==> config.mk <==
export PLATFORM = sky130hd
export DESIGN_NAME = sff_serial_unit
export DESIGN_NICKNAME = d
export VERILOG_FILES = /design/src/logic/sff_pkg.sv /design/src/logic/sff_fifo.sv /design/src/logic/sff_serial_unit.sv
export SDC_FILE = /design/constraint.sdc
export NUM_CORES = 1
export LEC_CHECK = 0
export BUFFER_PORTS_ARGS = -buffer_cell sky130_fd_sc_hd__buf_2
export CAP_MARGIN = 15
export CORE_ASPECT_RATIO = 0.8
export CORE_MARGIN = 5
export CORE_UTILIZATION = 50
export DETAILED_ROUTE_END_ITERATION = 10
export PLACE_DENSITY = 0.69
export SKIP_LAST_GASP = 1
export SLEW_MARGIN = 20
export SYNTH_ARGS = -nofsm -noshare
export SYNTH_HDL_FRONTEND = slang
export SYNTH_SLANG_ARGS = --single-unit
export TNS_END_PERCENT = 1
==> constraint.sdc <==
create_clock -name mclk -period 4.5 [get_ports mclk]
set_input_delay 0.45 -clock mclk [delete_from_list [all_inputs] [get_ports mclk]]
set_output_delay 0.45 -clock mclk [all_outputs]
set_load 0.005 [all_outputs]
==> src/logic/sff_pkg.sv <==
// Package with register map, field positions, reset values and carrier types of the serial unit.
package sff_pkg;

	// ****************************************
	// Register map
	// ****************************************
	localparam int SFF_ADDR_W = 8;
	localparam logic [7:0] SFF_OFS_MODE = 8'h00;
	localparam logic [7:0] SFF_OFS_DIVISOR = 8'h04;
	localparam logic [7:0] SFF_OFS_DATA = 8'h08;
	localparam logic [7:0] SFF_OFS_STATUS = 8'h0c;
	localparam logic [7:0] SFF_OFS_CTRL = 8'h10;

	// ****************************************
	// Reset values
	// ****************************************
	localparam logic [7:0] SFF_MODE_RST = 8'h00;
	localparam logic [7:0] SFF_DIVISOR_RST = 8'h00;
	localparam logic [7:0] SFF_CTRL_RST = 8'h00;

	// ****************************************
	// Field positions
	// ****************************************
	localparam int SFF_ST_TX_FULL = 0;
	localparam int SFF_ST_TX_BUSY = 1;
	localparam int SFF_ST_RX_FULL = 2;
	localparam int SFF_ST_OVERRUN = 3;
	localparam int SFF_ST_FRAMING = 4;
	localparam int SFF_ST_PARITY = 5;
	localparam int SFF_ST_RX_MPB = 6;
	localparam int SFF_CTRL_TX_MPB = 0;

	// ****************************************
	// Counts
	// ****************************************
	localparam logic [3:0] SFF_OVS_LAST = 4'hf;
	localparam logic [3:0] SFF_OVS_MID = 4'h7;
	localparam logic [3:0] SFF_SYNC_LAST = 4'h1;
	localparam logic [2:0] SFF_LAST_BIT8 = 3'h7;
	localparam logic [2:0] SFF_LAST_BIT7 = 3'h6;
	localparam logic [5:0] SFF_PRE_DIV4 = 6'h03;
	localparam logic [5:0] SFF_PRE_DIV16 = 6'h0f;
	localparam logic [5:0] SFF_PRE_DIV64 = 6'h3f;
	localparam int SFF_FIFO_DEPTH = 8;

	// ****************************************
	// Types
	// ****************************************
	typedef struct packed {
		logic sync_mode;
		logic char_len_seven;
		logic parity_enable;
		logic parity_odd_select;
		logic stop_two;
		logic multiprocessor_framing;
		logic baud_prescale_sel_hi;
		logic baud_prescale_sel_lo;
	} sff_mode_s;

	typedef struct packed {
		logic wr;
		logic rd;
		logic [SFF_ADDR_W-1:0] addr;
		logic [7:0] wdata;
	} sff_bus_req_s;

endpackage : sff_pkg

==> src/logic/sff_fifo.sv <==
// Flip-flop FIFO with valid and ready on both sides.
`timescale 1ns/1ns
module sff_fifo #(
	parameter int WIDTH = 8,
	parameter int DEPTH = 8
) (
	input wire logic mclk,
	input wire logic rst_b,
	input wire logic ce,
	input wire logic in_valid,
	output logic in_ready,
	input wire logic [WIDTH-1:0] in_data,
	output logic out_valid,
	input wire logic out_ready,
	output logic [WIDTH-1:0] out_data
);
	import sff_pkg::*;

	localparam int PW = $clog2(DEPTH);
	logic [WIDTH-1:0] mem [DEPTH];
	logic [PW-1:0] wr_ptr;
	logic [PW-1:0] rd_ptr;
	logic [PW:0] count;
	logic push;
	logic pop;

	assign in_ready = (count != DEPTH[PW:0]);
	assign out_valid = (count != '0);
	assign out_data = mem[rd_ptr];
	assign push = ce && in_valid && in_ready;
	assign pop = ce && out_valid && out_ready;

	always_ff @(posedge mclk) begin
		if (push) begin
			mem[wr_ptr] <= in_data;
		end
	end

	always_ff @(posedge mclk or negedge rst_b) begin
		if (!rst_b) begin
			wr_ptr <= '0;
			rd_ptr <= '0;
			count <= '0;
		end else begin
			if (push) begin
				wr_ptr <= (wr_ptr == PW'(DEPTH - 1)) ? '0 : wr_ptr + 1'b1;
			end
			if (pop) begin
				rd_ptr <= (rd_ptr == PW'(DEPTH - 1)) ? '0 : rd_ptr + 1'b1;
			end
			if (push && !pop) begin
				count <= count + 1'b1;
			end else if (pop && !push) begin
				count <= count - 1'b1;
			end
		end
	end
endmodule : sff_fifo

==> src/logic/sff_serial_unit.sv <==
// Serial unit with frame-format register, baud generator, transmit FIFO, transmitter and receiver.
//
// The register addresses and the strobed register port were decided locally.
`timescale 1ns/1ns

// Summary of operation
// Bit 7 selects asynchronous or clocked synchronous.
// Asynchronous: bit 6 picks 8 or 7 bits.
// Bit 5 adds and checks a parity bit.
// Bit 4 picks even or odd parity.
// Bit 3 sends one or two stop bits.
// Receiver checks only the first stop bit.
// Low after first stop starts next character.
// Bit 2 multiprocessor framing overrides parity settings.
// Software keeps bit 2 clear in synchronous mode.
// Codes 01,10,11 divide clock by 4,16,64.
// Length, parity, stop ignored in synchronous mode.
// Characters leave least significant bit first.
// Code 00 undivided; mode resets to zero.
module sff_serial_unit (
	input wire logic mclk,
	input wire logic rst_b,
	input wire logic ce,
	input wire sff_pkg::sff_bus_req_s bus_req,
	output logic [7:0] rd_data,
	input wire logic rxd,
	output logic txd,
	output logic sck_out,
	output logic sck_oe
);
	import sff_pkg::*;

	typedef enum logic [2:0] {TX_IDLE, TX_START, TX_DATA, TX_EXTRA, TX_STOP1, TX_STOP2} sff_tx_e;
	typedef enum logic [2:0] {RX_IDLE, RX_START, RX_DATA, RX_EXTRA, RX_STOP} sff_rx_e;

	// Even parity over the active character bits; odd inverts it.
	function automatic logic sff_parity(input logic [7:0] d, input logic seven, input logic odd);
		logic p;
		p = ^d[6:0];
		if (!seven) begin
			p = p ^ d[7];
		end
		return p ^ odd;
	endfunction : sff_parity

	// ****************************************
	// Registers
	// ****************************************
	sff_mode_s mode;
	logic [7:0] divisor;
	logic [7:0] ctrl;
	logic [7:0] rx_data;
	logic rx_full;
	logic overrun;
	logic framing_err;
	logic parity_err;
	logic rx_mpb;

	logic hit_wr_mode;
	logic hit_rd_data;
	logic hit_wr_status;
	logic fifo_in_ready;
	logic fifo_out_valid;
	logic [7:0] fifo_out_data;
	logic tx_load;

	logic sync_m;
	logic seven;
	logic par_on;
	logic mp_on;
	logic [2:0] last_bit;

	assign hit_wr_mode = bus_req.wr && bus_req.addr == SFF_OFS_MODE;
	assign hit_rd_data = bus_req.rd && bus_req.addr == SFF_OFS_DATA;
	assign hit_wr_status = bus_req.wr && bus_req.addr == SFF_OFS_STATUS;

	assign sync_m = mode.sync_mode;
	assign seven = !sync_m && mode.char_len_seven;
	assign mp_on = mode.multiprocessor_framing;
	assign par_on = !sync_m && mode.parity_enable && !mp_on;
	assign last_bit = seven ? SFF_LAST_BIT7 : SFF_LAST_BIT8;

	always_ff @(posedge mclk or negedge rst_b) begin
		if (!rst_b) begin
			mode <= SFF_MODE_RST;
			divisor <= SFF_DIVISOR_RST;
			ctrl <= SFF_CTRL_RST;
		end else if (ce && bus_req.wr) begin
			if (hit_wr_mode) begin
				mode <= bus_req.wdata;
			end
			if (bus_req.addr == SFF_OFS_DIVISOR) begin
				divisor <= bus_req.wdata;
			end
			if (bus_req.addr == SFF_OFS_CTRL) begin
				ctrl <= bus_req.wdata;
			end
		end
	end

	sff_tx_e tx_state;
	logic [7:0] next_status;

	always_comb begin
		next_status = 8'h00;
		next_status[SFF_ST_TX_FULL] = !fifo_in_ready;
		next_status[SFF_ST_TX_BUSY] = (tx_state != TX_IDLE) || fifo_out_valid;
		next_status[SFF_ST_RX_FULL] = rx_full;
		next_status[SFF_ST_OVERRUN] = overrun;
		next_status[SFF_ST_FRAMING] = framing_err;
		next_status[SFF_ST_PARITY] = parity_err;
		next_status[SFF_ST_RX_MPB] = rx_mpb;
	end

	// Read data stand for exactly one cycle; unmapped offsets read zero.
	always_ff @(posedge mclk or negedge rst_b) begin
		if (!rst_b) begin
			rd_data <= 8'h00;
		end else if (ce) begin
			rd_data <= 8'h00;
			if (bus_req.rd) begin
				case (bus_req.addr)
					SFF_OFS_MODE: rd_data <= mode;
					SFF_OFS_DIVISOR: rd_data <= divisor;
					SFF_OFS_DATA: rd_data <= rx_data;
					SFF_OFS_STATUS: rd_data <= next_status;
					SFF_OFS_CTRL: rd_data <= ctrl;
					default: rd_data <= 8'h00;
				endcase
			end
		end
	end

	// ****************************************
	// Baud rate generator
	// ****************************************
	logic [5:0] presc;
	logic [5:0] pre_mask;
	logic pre_tick;
	logic [7:0] brg;
	logic tick;

	always_comb begin
		case ({mode.baud_prescale_sel_hi, mode.baud_prescale_sel_lo})
			2'b01: pre_mask = SFF_PRE_DIV4;
			2'b10: pre_mask = SFF_PRE_DIV16;
			2'b11: pre_mask = SFF_PRE_DIV64;
			default: pre_mask = 6'h00;
		endcase
	end
	assign pre_tick = (presc & pre_mask) == pre_mask;

	always_ff @(posedge mclk or negedge rst_b) begin
		if (!rst_b) begin
			presc <= 6'h00;
			brg <= 8'h00;
			tick <= 1'b0;
		end else if (ce) begin
			presc <= presc + 6'h01;
			tick <= 1'b0;
			if (pre_tick) begin
				if (brg >= divisor) begin
					brg <= 8'h00;
					tick <= 1'b1;
				end else begin
					brg <= brg + 8'h01;
				end
			end
		end
	end

	// ****************************************
	// Transmit FIFO
	// ****************************************
	// A write to the data register while the FIFO is full is dropped; software watches the full flag.
	sff_fifo #(
		.WIDTH(8),
		.DEPTH(SFF_FIFO_DEPTH)
	) u_tx_fifo (
		.mclk(mclk),
		.rst_b(rst_b),
		.ce(ce),
		.in_valid(bus_req.wr && bus_req.addr == SFF_OFS_DATA),
		.in_ready(fifo_in_ready),
		.in_data(bus_req.wdata),
		.out_valid(fifo_out_valid),
		.out_ready(tx_load),
		.out_data(fifo_out_data)
	);

	// ****************************************
	// Transmitter
	// ****************************************
	logic [3:0] tx_sub;
	logic [2:0] tx_bits;
	logic [7:0] tx_shift;
	logic tx_extra;
	logic tx_bit_end;
	logic tx_stop2;

	assign tx_bit_end = tick && tx_sub == (sync_m ? SFF_SYNC_LAST : SFF_OVS_LAST);
	assign tx_load = tick && tx_state == TX_IDLE && fifo_out_valid;

	always_ff @(posedge mclk or negedge rst_b) begin
		if (!rst_b) begin
			tx_state <= TX_IDLE;
			tx_sub <= 4'h0;
			tx_bits <= 3'h0;
			tx_shift <= 8'h00;
			tx_extra <= 1'b0;
			tx_stop2 <= 1'b0;
			txd <= 1'b1;
		end else if (ce) begin
			if (tick) begin
				tx_sub <= tx_bit_end ? 4'h0 : tx_sub + 4'h1;
			end
			case (tx_state)
				TX_IDLE: begin
					tx_sub <= 4'h0;
					if (tx_load) begin
						tx_bits <= 3'h0;
						tx_stop2 <= !sync_m && mode.stop_two;
						tx_extra <= mp_on ? ctrl[SFF_CTRL_TX_MPB] :
							sff_parity(fifo_out_data, seven, mode.parity_odd_select);
						if (sync_m) begin
							tx_state <= TX_DATA;
							txd <= fifo_out_data[0];
							tx_shift <= {1'b0, fifo_out_data[7:1]};
						end else begin
							tx_state <= TX_START;
							txd <= 1'b0;
							tx_shift <= fifo_out_data;
						end
					end
				end
				TX_START: begin
					if (tx_bit_end) begin
						tx_state <= TX_DATA;
						txd <= tx_shift[0];
						tx_shift <= {1'b0, tx_shift[7:1]};
					end
				end
				TX_DATA: begin
					if (tx_bit_end) begin
						if (tx_bits != last_bit) begin
							tx_bits <= tx_bits + 3'h1;
							txd <= tx_shift[0];
							tx_shift <= {1'b0, tx_shift[7:1]};
						end else if (par_on || (mp_on && !sync_m)) begin
							tx_state <= TX_EXTRA;
							txd <= tx_extra;
						end else if (sync_m) begin
							tx_state <= TX_IDLE;
							txd <= 1'b1;
						end else begin
							tx_state <= TX_STOP1;
							txd <= 1'b1;
						end
					end
				end
				TX_EXTRA: begin
					if (tx_bit_end) begin
						tx_state <= TX_STOP1;
						txd <= 1'b1;
					end
				end
				TX_STOP1: begin
					if (tx_bit_end) begin
						tx_state <= tx_stop2 ? TX_STOP2 : TX_IDLE;
					end
				end
				TX_STOP2: begin
					if (tx_bit_end) begin
						tx_state <= TX_IDLE;
					end
				end
				default: tx_state <= TX_IDLE;
			endcase
		end
	end

	// Synchronous mode drives its own clock: low for the first half of each bit, idle high.
	always_ff @(posedge mclk or negedge rst_b) begin
		if (!rst_b) begin
			sck_out <= 1'b1;
			sck_oe <= 1'b0;
		end else if (ce) begin
			sck_oe <= sync_m;
			sck_out <= !(sync_m && tx_state == TX_DATA) || tx_sub[0];
		end
	end

	// ****************************************
	// Receiver
	// ****************************************
	logic rxd_meta;
	logic rxd_s;
	sff_rx_e rx_state;
	logic [3:0] rx_sub;
	logic [2:0] rx_bits;
	logic [7:0] rx_shift;
	logic rx_extra;
	logic deliver;
	logic [7:0] deliver_data;
	logic deliver_fer;
	logic deliver_per;

	always_ff @(posedge mclk or negedge rst_b) begin
		if (!rst_b) begin
			rxd_meta <= 1'b1;
			rxd_s <= 1'b1;
		end else if (ce) begin
			rxd_meta <= rxd;
			rxd_s <= rxd_meta;
		end
	end

	always_ff @(posedge mclk or negedge rst_b) begin
		if (!rst_b) begin
			rx_state <= RX_IDLE;
			rx_sub <= 4'h0;
			rx_bits <= 3'h0;
			rx_shift <= 8'h00;
			rx_extra <= 1'b0;
			deliver <= 1'b0;
			deliver_data <= 8'h00;
			deliver_fer <= 1'b0;
			deliver_per <= 1'b0;
		end else if (ce) begin
			deliver <= 1'b0;
			if (sync_m) begin
				// Data are sampled as the own clock rises, then the character goes out whole.
				rx_state <= RX_IDLE;
				if (tick && tx_state == TX_DATA && tx_sub == 4'h0) begin
					rx_shift <= {rxd_s, rx_shift[7:1]};
					if (tx_bits == SFF_LAST_BIT8) begin
						deliver <= 1'b1;
						deliver_data <= {rxd_s, rx_shift[7:1]};
						deliver_fer <= 1'b0;
						deliver_per <= 1'b0;
					end
				end
			end else if (tick) begin
				rx_sub <= rx_sub + 4'h1;
				case (rx_state)
					RX_IDLE: begin
						rx_sub <= 4'h0;
						if (!rxd_s) begin
							rx_state <= RX_START;
						end
					end
					RX_START: begin
						if (rx_sub == SFF_OVS_MID) begin
							rx_sub <= 4'h0;
							rx_bits <= 3'h0;
							rx_state <= rxd_s ? RX_IDLE : RX_DATA;
						end
					end
					RX_DATA: begin
						if (rx_sub == SFF_OVS_LAST) begin
							rx_shift <= {rxd_s, rx_shift[7:1]};
							rx_bits <= rx_bits + 3'h1;
							if (rx_bits == last_bit) begin
								rx_state <= (par_on || mp_on) ? RX_EXTRA : RX_STOP;
							end
						end
					end
					RX_EXTRA: begin
						if (rx_sub == SFF_OVS_LAST) begin
							rx_extra <= rxd_s;
							rx_state <= RX_STOP;
						end
					end
					RX_STOP: begin
						// Only the first stop bit is looked at; a low level after it is a new start.
						if (rx_sub == SFF_OVS_LAST) begin
							rx_state <= RX_IDLE;
							deliver <= 1'b1;
							deliver_data <= seven ? {1'b0, rx_shift[7:1]} : rx_shift;
							deliver_fer <= !rxd_s;
							deliver_per <= par_on &&
								(rx_extra != sff_parity(seven ? {1'b0, rx_shift[7:1]} : rx_shift,
								seven, mode.parity_odd_select));
						end
					end
					default: rx_state <= RX_IDLE;
				endcase
			end
		end
	end

	// Flags set by a delivered character win over a clear in the same cycle.
	always_ff @(posedge mclk or negedge rst_b) begin
		if (!rst_b) begin
			rx_data <= 8'h00;
			rx_full <= 1'b0;
			overrun <= 1'b0;
			framing_err <= 1'b0;
			parity_err <= 1'b0;
			rx_mpb <= 1'b0;
		end else if (ce) begin
			if (deliver) begin
				rx_full <= 1'b1;
				if (rx_full && !hit_rd_data) begin
					overrun <= 1'b1;
				end else begin
					rx_data <= deliver_data;
					rx_mpb <= mp_on && rx_extra;
				end
			end else if (hit_rd_data) begin
				rx_full <= 1'b0;
			end
			if (hit_wr_status && bus_req.wdata[SFF_ST_OVERRUN] && !(deliver && rx_full && !hit_rd_data)) begin
				overrun <= 1'b0;
			end
			framing_err <= (deliver && deliver_fer) || (framing_err &&
				!(hit_wr_status && bus_req.wdata[SFF_ST_FRAMING]));
			parity_err <= (deliver && deliver_per) || (parity_err &&
				!(hit_wr_status && bus_req.wdata[SFF_ST_PARITY]));
		end
	end
endmodule : sff_serial_unit

Yosys cells after proc, flatten, opt, wreduce, memory -nomap -nowiden:

Memory sizes are Yosys's and may differ from the RTL's.
Cells that the tools add are included.
Widths: inputs -> output; s select.

* add/sub/neg operators: 10
* magnitude comparators: 1
* eq/ne operators: 45
* muxes and demuxes: 107
* bitwise operators: 7
* reductions and logical operators: 92

Operators with widths (number)
* $mux 8: 19
* $mux 3: 26
* $mux 1: 44
* $pmux 8 s5: 1
* $logic_and 1x1->1: 35
* $mux 4: 7
* $pmux 8 s3: 1
* $reduce_and 6->1: 4
* $reduce_bool 2->1: 11
* $eq 3x3->1 const B: 6
* $ne 2x2->1 const B: 9
* $ne 3x3->1 const B: 6
* $pmux 3 s6: 1
* $pmux 6 s3: 1
* $eq 8x4->1 const B: 2
* $reduce_and 8->1: 2
* $pmux 3 s5: 1
* $reduce_and 5->1: 3
* $reduce_xor 7->1: 2
* $add 3x1->3 const B: 4
* $add 4x1->4 const B: 3
* $eq 3x2->1 const B: 4
* $pmux 3 s2: 2
* $reduce_and 2->1: 6
* 32 further kinds: 62

* bits in registers: 125
* memory bits (writable): 64
* input bits: 22
* output and inout port bits: 11
* word-level logic and storage cells: 306
* memories kept: 1

Memory list
* u_tx_fifo.mem: depth 8, width 8, read ports 1, clocked after Yosys merged registers in 0, wr ports 1, RTL line sff_fifo.sv:20 `logic [WIDTH-1:0] mem [DEPTH];`

Logic depth before layout (Yosys ltp):

* word-level depth: 18
* depth in mapped cells: 14
* gate-level depth less buffers: 12

Hierarchy:

From an unflattened synthesis, not the netlist that was laid out.

* cell total of the unflattened synthesis: 748
* area, all modules: 9446.6 um^2

By module, submodules not included
* sff_serial_unit: instances 1, cells an instance 589, area an instance 6329.8 um^2, sequential area each 2882.8 um^2
* sff_fifo: instances 1, cells an instance 159, area an instance 3116.7 um^2, sequential area each 2172.1 um^2

Worst setup path before layout:

No wires, ideal clock.

* path type: input to register
* from: input bus_req[13] (netlist name)
* to: register u_tx_fifo.count[3]
* setup time: 125 ps
* arrival time: 2904 ps
* data required time: 4375 ps
* slack: 1471 ps
* stages on the path: 14
* path buffers: 2
* path through: or4_4 -> nor3_4 -> and3b_1 -> buf_6 -> and4_1 -> buf_4 -> ha_1 -> inv_1 -> ha_1 -> a21o_1 -> a21oi_1 -> xnor2_1 -> nor2_1 -> xor2_1

* cells in the longest elaborated chain, start to end: 7
* elaborated cells between the ends (all ways): 9
* those cells by class: eq/ne (1); mux (1); reduce/logical (7)

RTL lines
* from (decl): RTL line sff_serial_unit.sv:24 `input wire sff_pkg::sff_bus_req_s bus_req,`
* $eq 8x4->1 *: RTL line sff_serial_unit.sv:183 `.in_valid(bus_req.wr && bus_req.addr == SFF_OFS_DATA),`
* $logic_and 1x1->1 *: RTL line sff_serial_unit.sv:183
* $logic_and 1x1->1 * (2 in a row): RTL line sff_fifo.sv:30 `assign push = ce && in_valid && in_ready;`
* named net u_tx_fifo.push: RTL line sff_fifo.sv:24 `logic push;`
* $logic_not 1->1: RTL line sff_fifo.sv:53 `end else if (pop && !push) begin`
* $logic_and 1x1->1: RTL line sff_fifo.sv:53
* $reduce_bool 2->1 (no line)
* to (signal assigned): RTL line sff_fifo.sv:52 `count <= count + 1'b1;`
* to (signal assigned): RTL line sff_fifo.sv:54 `count <= count - 1'b1;`
* to (decl): RTL line sff_fifo.sv:23 `logic [PW:0] count;`

The timed path passes the listed nets; every way through them passes the cells marked *.
A chain may end at the register's enable or synchronous reset.

Worst setup path after layout:

* from: input bus_req[13] (netlist name)
* to: register u_tx_fifo.count[3]

* cells in the longest elaborated chain, start to end: 7
* elaborated cells between the ends (all ways): 9
* those cells by class: eq/ne (1); mux (1); reduce/logical (7)

RTL lines (RTL line)
* $eq 8x4->1 *: sff_serial_unit.sv:183
* $logic_and 1x1->1 *: sff_serial_unit.sv:183
* $logic_and 1x1->1 * (2 in a row): sff_fifo.sv:30
* $logic_not 1->1: sff_fifo.sv:53
* $logic_and 1x1->1: sff_fifo.sv:53
* $reduce_bool 2->1 (no line)

Every way passes the cells marked *; elsewhere a longest branch is shown, timed or not.

==> summary.md <==
| Metric | Value |
|---|---|
| Core ar. | 18280 sq um |
| Area delta synth->final | 11.12% |
| Crit path kind | input pin to flop |
| Most frequent cells in the layout | dfrtp_1 (121), edfxtp_1 (64), mux2_2 (61) |
| HPWL Detailed | 14530 microns |
| Vias in the first global route | 6209 |
| Final setup viols | 0 |
| Die width | 163.2 microns |
| Final setup TNS | 0 ns |
| R2R Path Start | tx_state[1] |
| Clock Path Buffers | 2 |
| Gr ovfl total | 0 |
| CP max FO | 10 |
| Crit path arrival time | 3.47 ns |
| Ranking of synthesized cells by area | dfrtp_1 (32%), edfxtp_1 (20%), mux2_2 (7.3%), mux4_2 (4.3%), xnor2_1 (3.3%) |
| Max VDD drop | around 0.26 mV |
| Final hold vios | 0 |
| Num CTS Buffers | 17 |
| Min cycle time layout | 3.146 ns |
| Initial antenna violation count | 0 |
| Site Rows | 44 |
| I/O Buffers | 32 |
| Fmax | 317.9 MHz |
| # IOs | 33 |
| DR DRC count | 0 |
| R2R cell count | 10 |
| RSZ-0062 raised after global routing | no |
| FF-to-FF End | u_tx_fifo.count[3] |
| Die height | 132.5 microns |
| Iteration count of the initial detailed-routing pass | 6 |
| Cell area after synthesis | about 9400 sq um |
| Worst Hold Launch | rxd |
| # diodes | 0 |
| Max-slew headroom | 0.3335 |
| CTS sink count | around 190 |
| Area used by multi-input combinational logic | 4075 sq um |
| Worst Setup Slack, final | 1.354 ns |
| GRT Util Overall | 0.1957 |
| Post-Syn Area per Cell | 12.58 sq um |
| Leakage power | 4.399 nW |
| Hold Path End | rxd_meta |
| Outcome | completed |
| Post-synth EDFFs | 64 |
| Crit path capture type | flop |
| RD Place Congestion | slightly above 0.8 |
| Maxcap violations | 0 |
| Netlist cell types | 76 |
| Starting Density | 0.5133 |
| First-pass GRT wire length | 33620 microns |
| H-Tree Depth | 4 |
| Worst skew pair latency | 0.43 ns |
| Via Count | 6196 |
| Cts repair resizes | 0 |
| CTS tree | built |
| #FFs+latches synth | 189 |
| Ys flop type | dfrtp_1 |
| Cells after synthesis | 746 |
| Top cell type by total area after synthesis | dfrtp_1 |
| WP data required | slightly below 5 ns |
| WHS Path Cells | 2 |
| Ys Warns | 0 |
| Hold Path Class | input pin to flop |
| Die area | ~22000 sq um |
| R2R Setup Slk | approximately 1.5 ns |
| Clk root buf | clkbuf_16 |
| Design Area, Final | ~10000 sq um |
| Clock transition at path regs | 0.07 ns |
| Register area | 5055 sq um |
| Final worst-path cycle share | 0.6991 |
| DRT Wirelength | slightly above 20000 microns |
| Commonest non-fill, non-tap cell in the layout | dfrtp_1 |
| Share of flip-flops with an asynchronous set or reset | 0.6614 |
| Worst slack, placed | 0.8986 ns |
| Startpoint types | input pin |
| Largest net degree at the start of global routing | just under 80 |
| # nets final | 824 |
| Starting DRC count in detailed routing | 561 |
| Proportion of layout cells with a drive suffix above 1 | 0.2326 |
| Synth top area share | 0.3227 |
| Slew @ Worst Pin | 0.9997 ns |
| Vias per cell | ~5.9 |
| Seq/Total Area, Yosys | 0.5387 |
| Pwr per Cell Area | 474.3 nW/um^2 |
| Antenna viol nets, final | 0 |
| Max-slew violations | 0 |
| Dpl cell area | 9786 sq um |
| Drt wl/cell | 19.33 microns |
| Fillcell total | approximately 1500 |
| Mapped Nets | 792 |
| Final Skew | between 0.007 and 0.008 ns |
[stage by stage]
stage	util	cells	total power (W)	hold slack, ns
3_3_place_gp	0.5354	1010	0.003393	0.4621
2_1_floorplan	-	746	0.003161	0.1544
3_5_place_dp	0.5354	1010	0.003459	0.4671
6_report	0.5704	1044	0.004945	0.2505
5_1_grt	0.5704	1044	0.005232	0.2407
4_1_cts	0.5682	1042	0.004959	0.1964
[per-layer routing]
metal,vias to the layer above,global-route usage,wire [microns],share of wire
met5,-,0,0,0
met4,0,0.05310,290,0.014
met3,32,0.04757,1232,0.061
met2,183,0.2977,9322,0.46
met1,3123,0.2831,9332,0.46
li1,2858,-,-,-
[where the power goes]
part	total (W)	switching, W	internal, W
registers	0.00227	0.000309	0.00197
logic	0.00117	0.000599	0.000576
clock network	0.00150	0.000723	0.000773
[synthesized netlist by cell type (all sizes together) (5+ instances only)]
| cell type | number |
|---|---|
| dfrtp | 121 |
| mux2 | 69 |
| edfxtp | 64 |
| nand2 | 60 |
| o21ai | 35 |
| xnor2 | 35 |
| nor2 | 32 |
| a21oi | 30 |
| inv | 24 |
| ha | 23 |
| a21o | 21 |
| nor3 | 21 |
| mux4 | 20 |
| buf | 17 |
| clkbuf | 16 |
| nand3 | 16 |
| mux2i | 11 |
| a211oi | 10 |
| a22oi | 9 |
| a222oi | 8 |
| and2 | 7 |
| nand4 | 7 |
| xor2 | 7 |
| and3 | 6 |
| or3 | 6 |
| nand2b | 5 |
[critical path, stage by stage]
cell	delay, ns
buf_2	0.09
or4_4	0.55
nor3_4	0.16
and3b_1	0.42
and4_1	0.45
ha_1	0.25
inv_1	0.09
ha_1	0.28
a21o_1	0.19
a21oi_1	0.19
xnor2_1	0.13
nor2_1	0.06
xor2_1	0.14
[state kept, by name, summed over array words and instances (netlist names), 3 cells and up]
name,count
rx_sub,4
tx_shift,8
rd_data,8
brg,8
tx_sub,4
deliver_data,8
u_tx_fifo.wr_ptr,3
presc,6
tx_state,3
u_tx_fifo.mem,64
rx_data,8
ctrl,8
rx_state,3
rx_bits,3
u_tx_fifo.count,4
u_tx_fifo.rd_ptr,3
mode,6
rx_shift,8
divisor,8
tx_bits,3
[how the worst max path moves through the flow]
stage,startpoint,endpoint,slack (ns)
2_1_floorplan,bus_req[13],u_tx_fifo.count[3],1.47
3_3_place_gp,bus_req[13],u_tx_fifo.count[3],1.01
3_5_place_dp,bus_req[13],u_tx_fifo.count[3],0.90
4_1_cts,bus_req[13],u_tx_fifo.count[3],1.37
5_1_grt,bus_req[13],u_tx_fifo.count[3],1.15
6_report,bus_req[13],u_tx_fifo.count[3],1.35
[layout make-up]
type	instances	share of cell area
Sequential cell	189	0.4848
Multi-Input combinational cell	500	0.3909
Clock buffer	18	0.04320
Tap cell	253	0.03036
Timing Repair Buffer	46	0.02784
Clock inverter	14	0.01428
Inverter	24	0.008640
[kinds of logic after synthesis]
family	count (synthesis)	share of synthesized area
DFF	189	0.5387
muxes	100	0.1483
xor gates and xnor gates	43	0.04161
buffers and inverters	57	0.02734
adders and majority gates	24	0.03280
and+or+nand+nor	178	0.09655
AOI/OAI and AO/OA	155	0.1147
[repair_timing]
item,4_1_cts,5_1_grt
endpoints found under the hold margin,0,18
hold buffers,0,1
setup buffers,0,0
No activity file was read; power rests on OpenSTA's default activity.
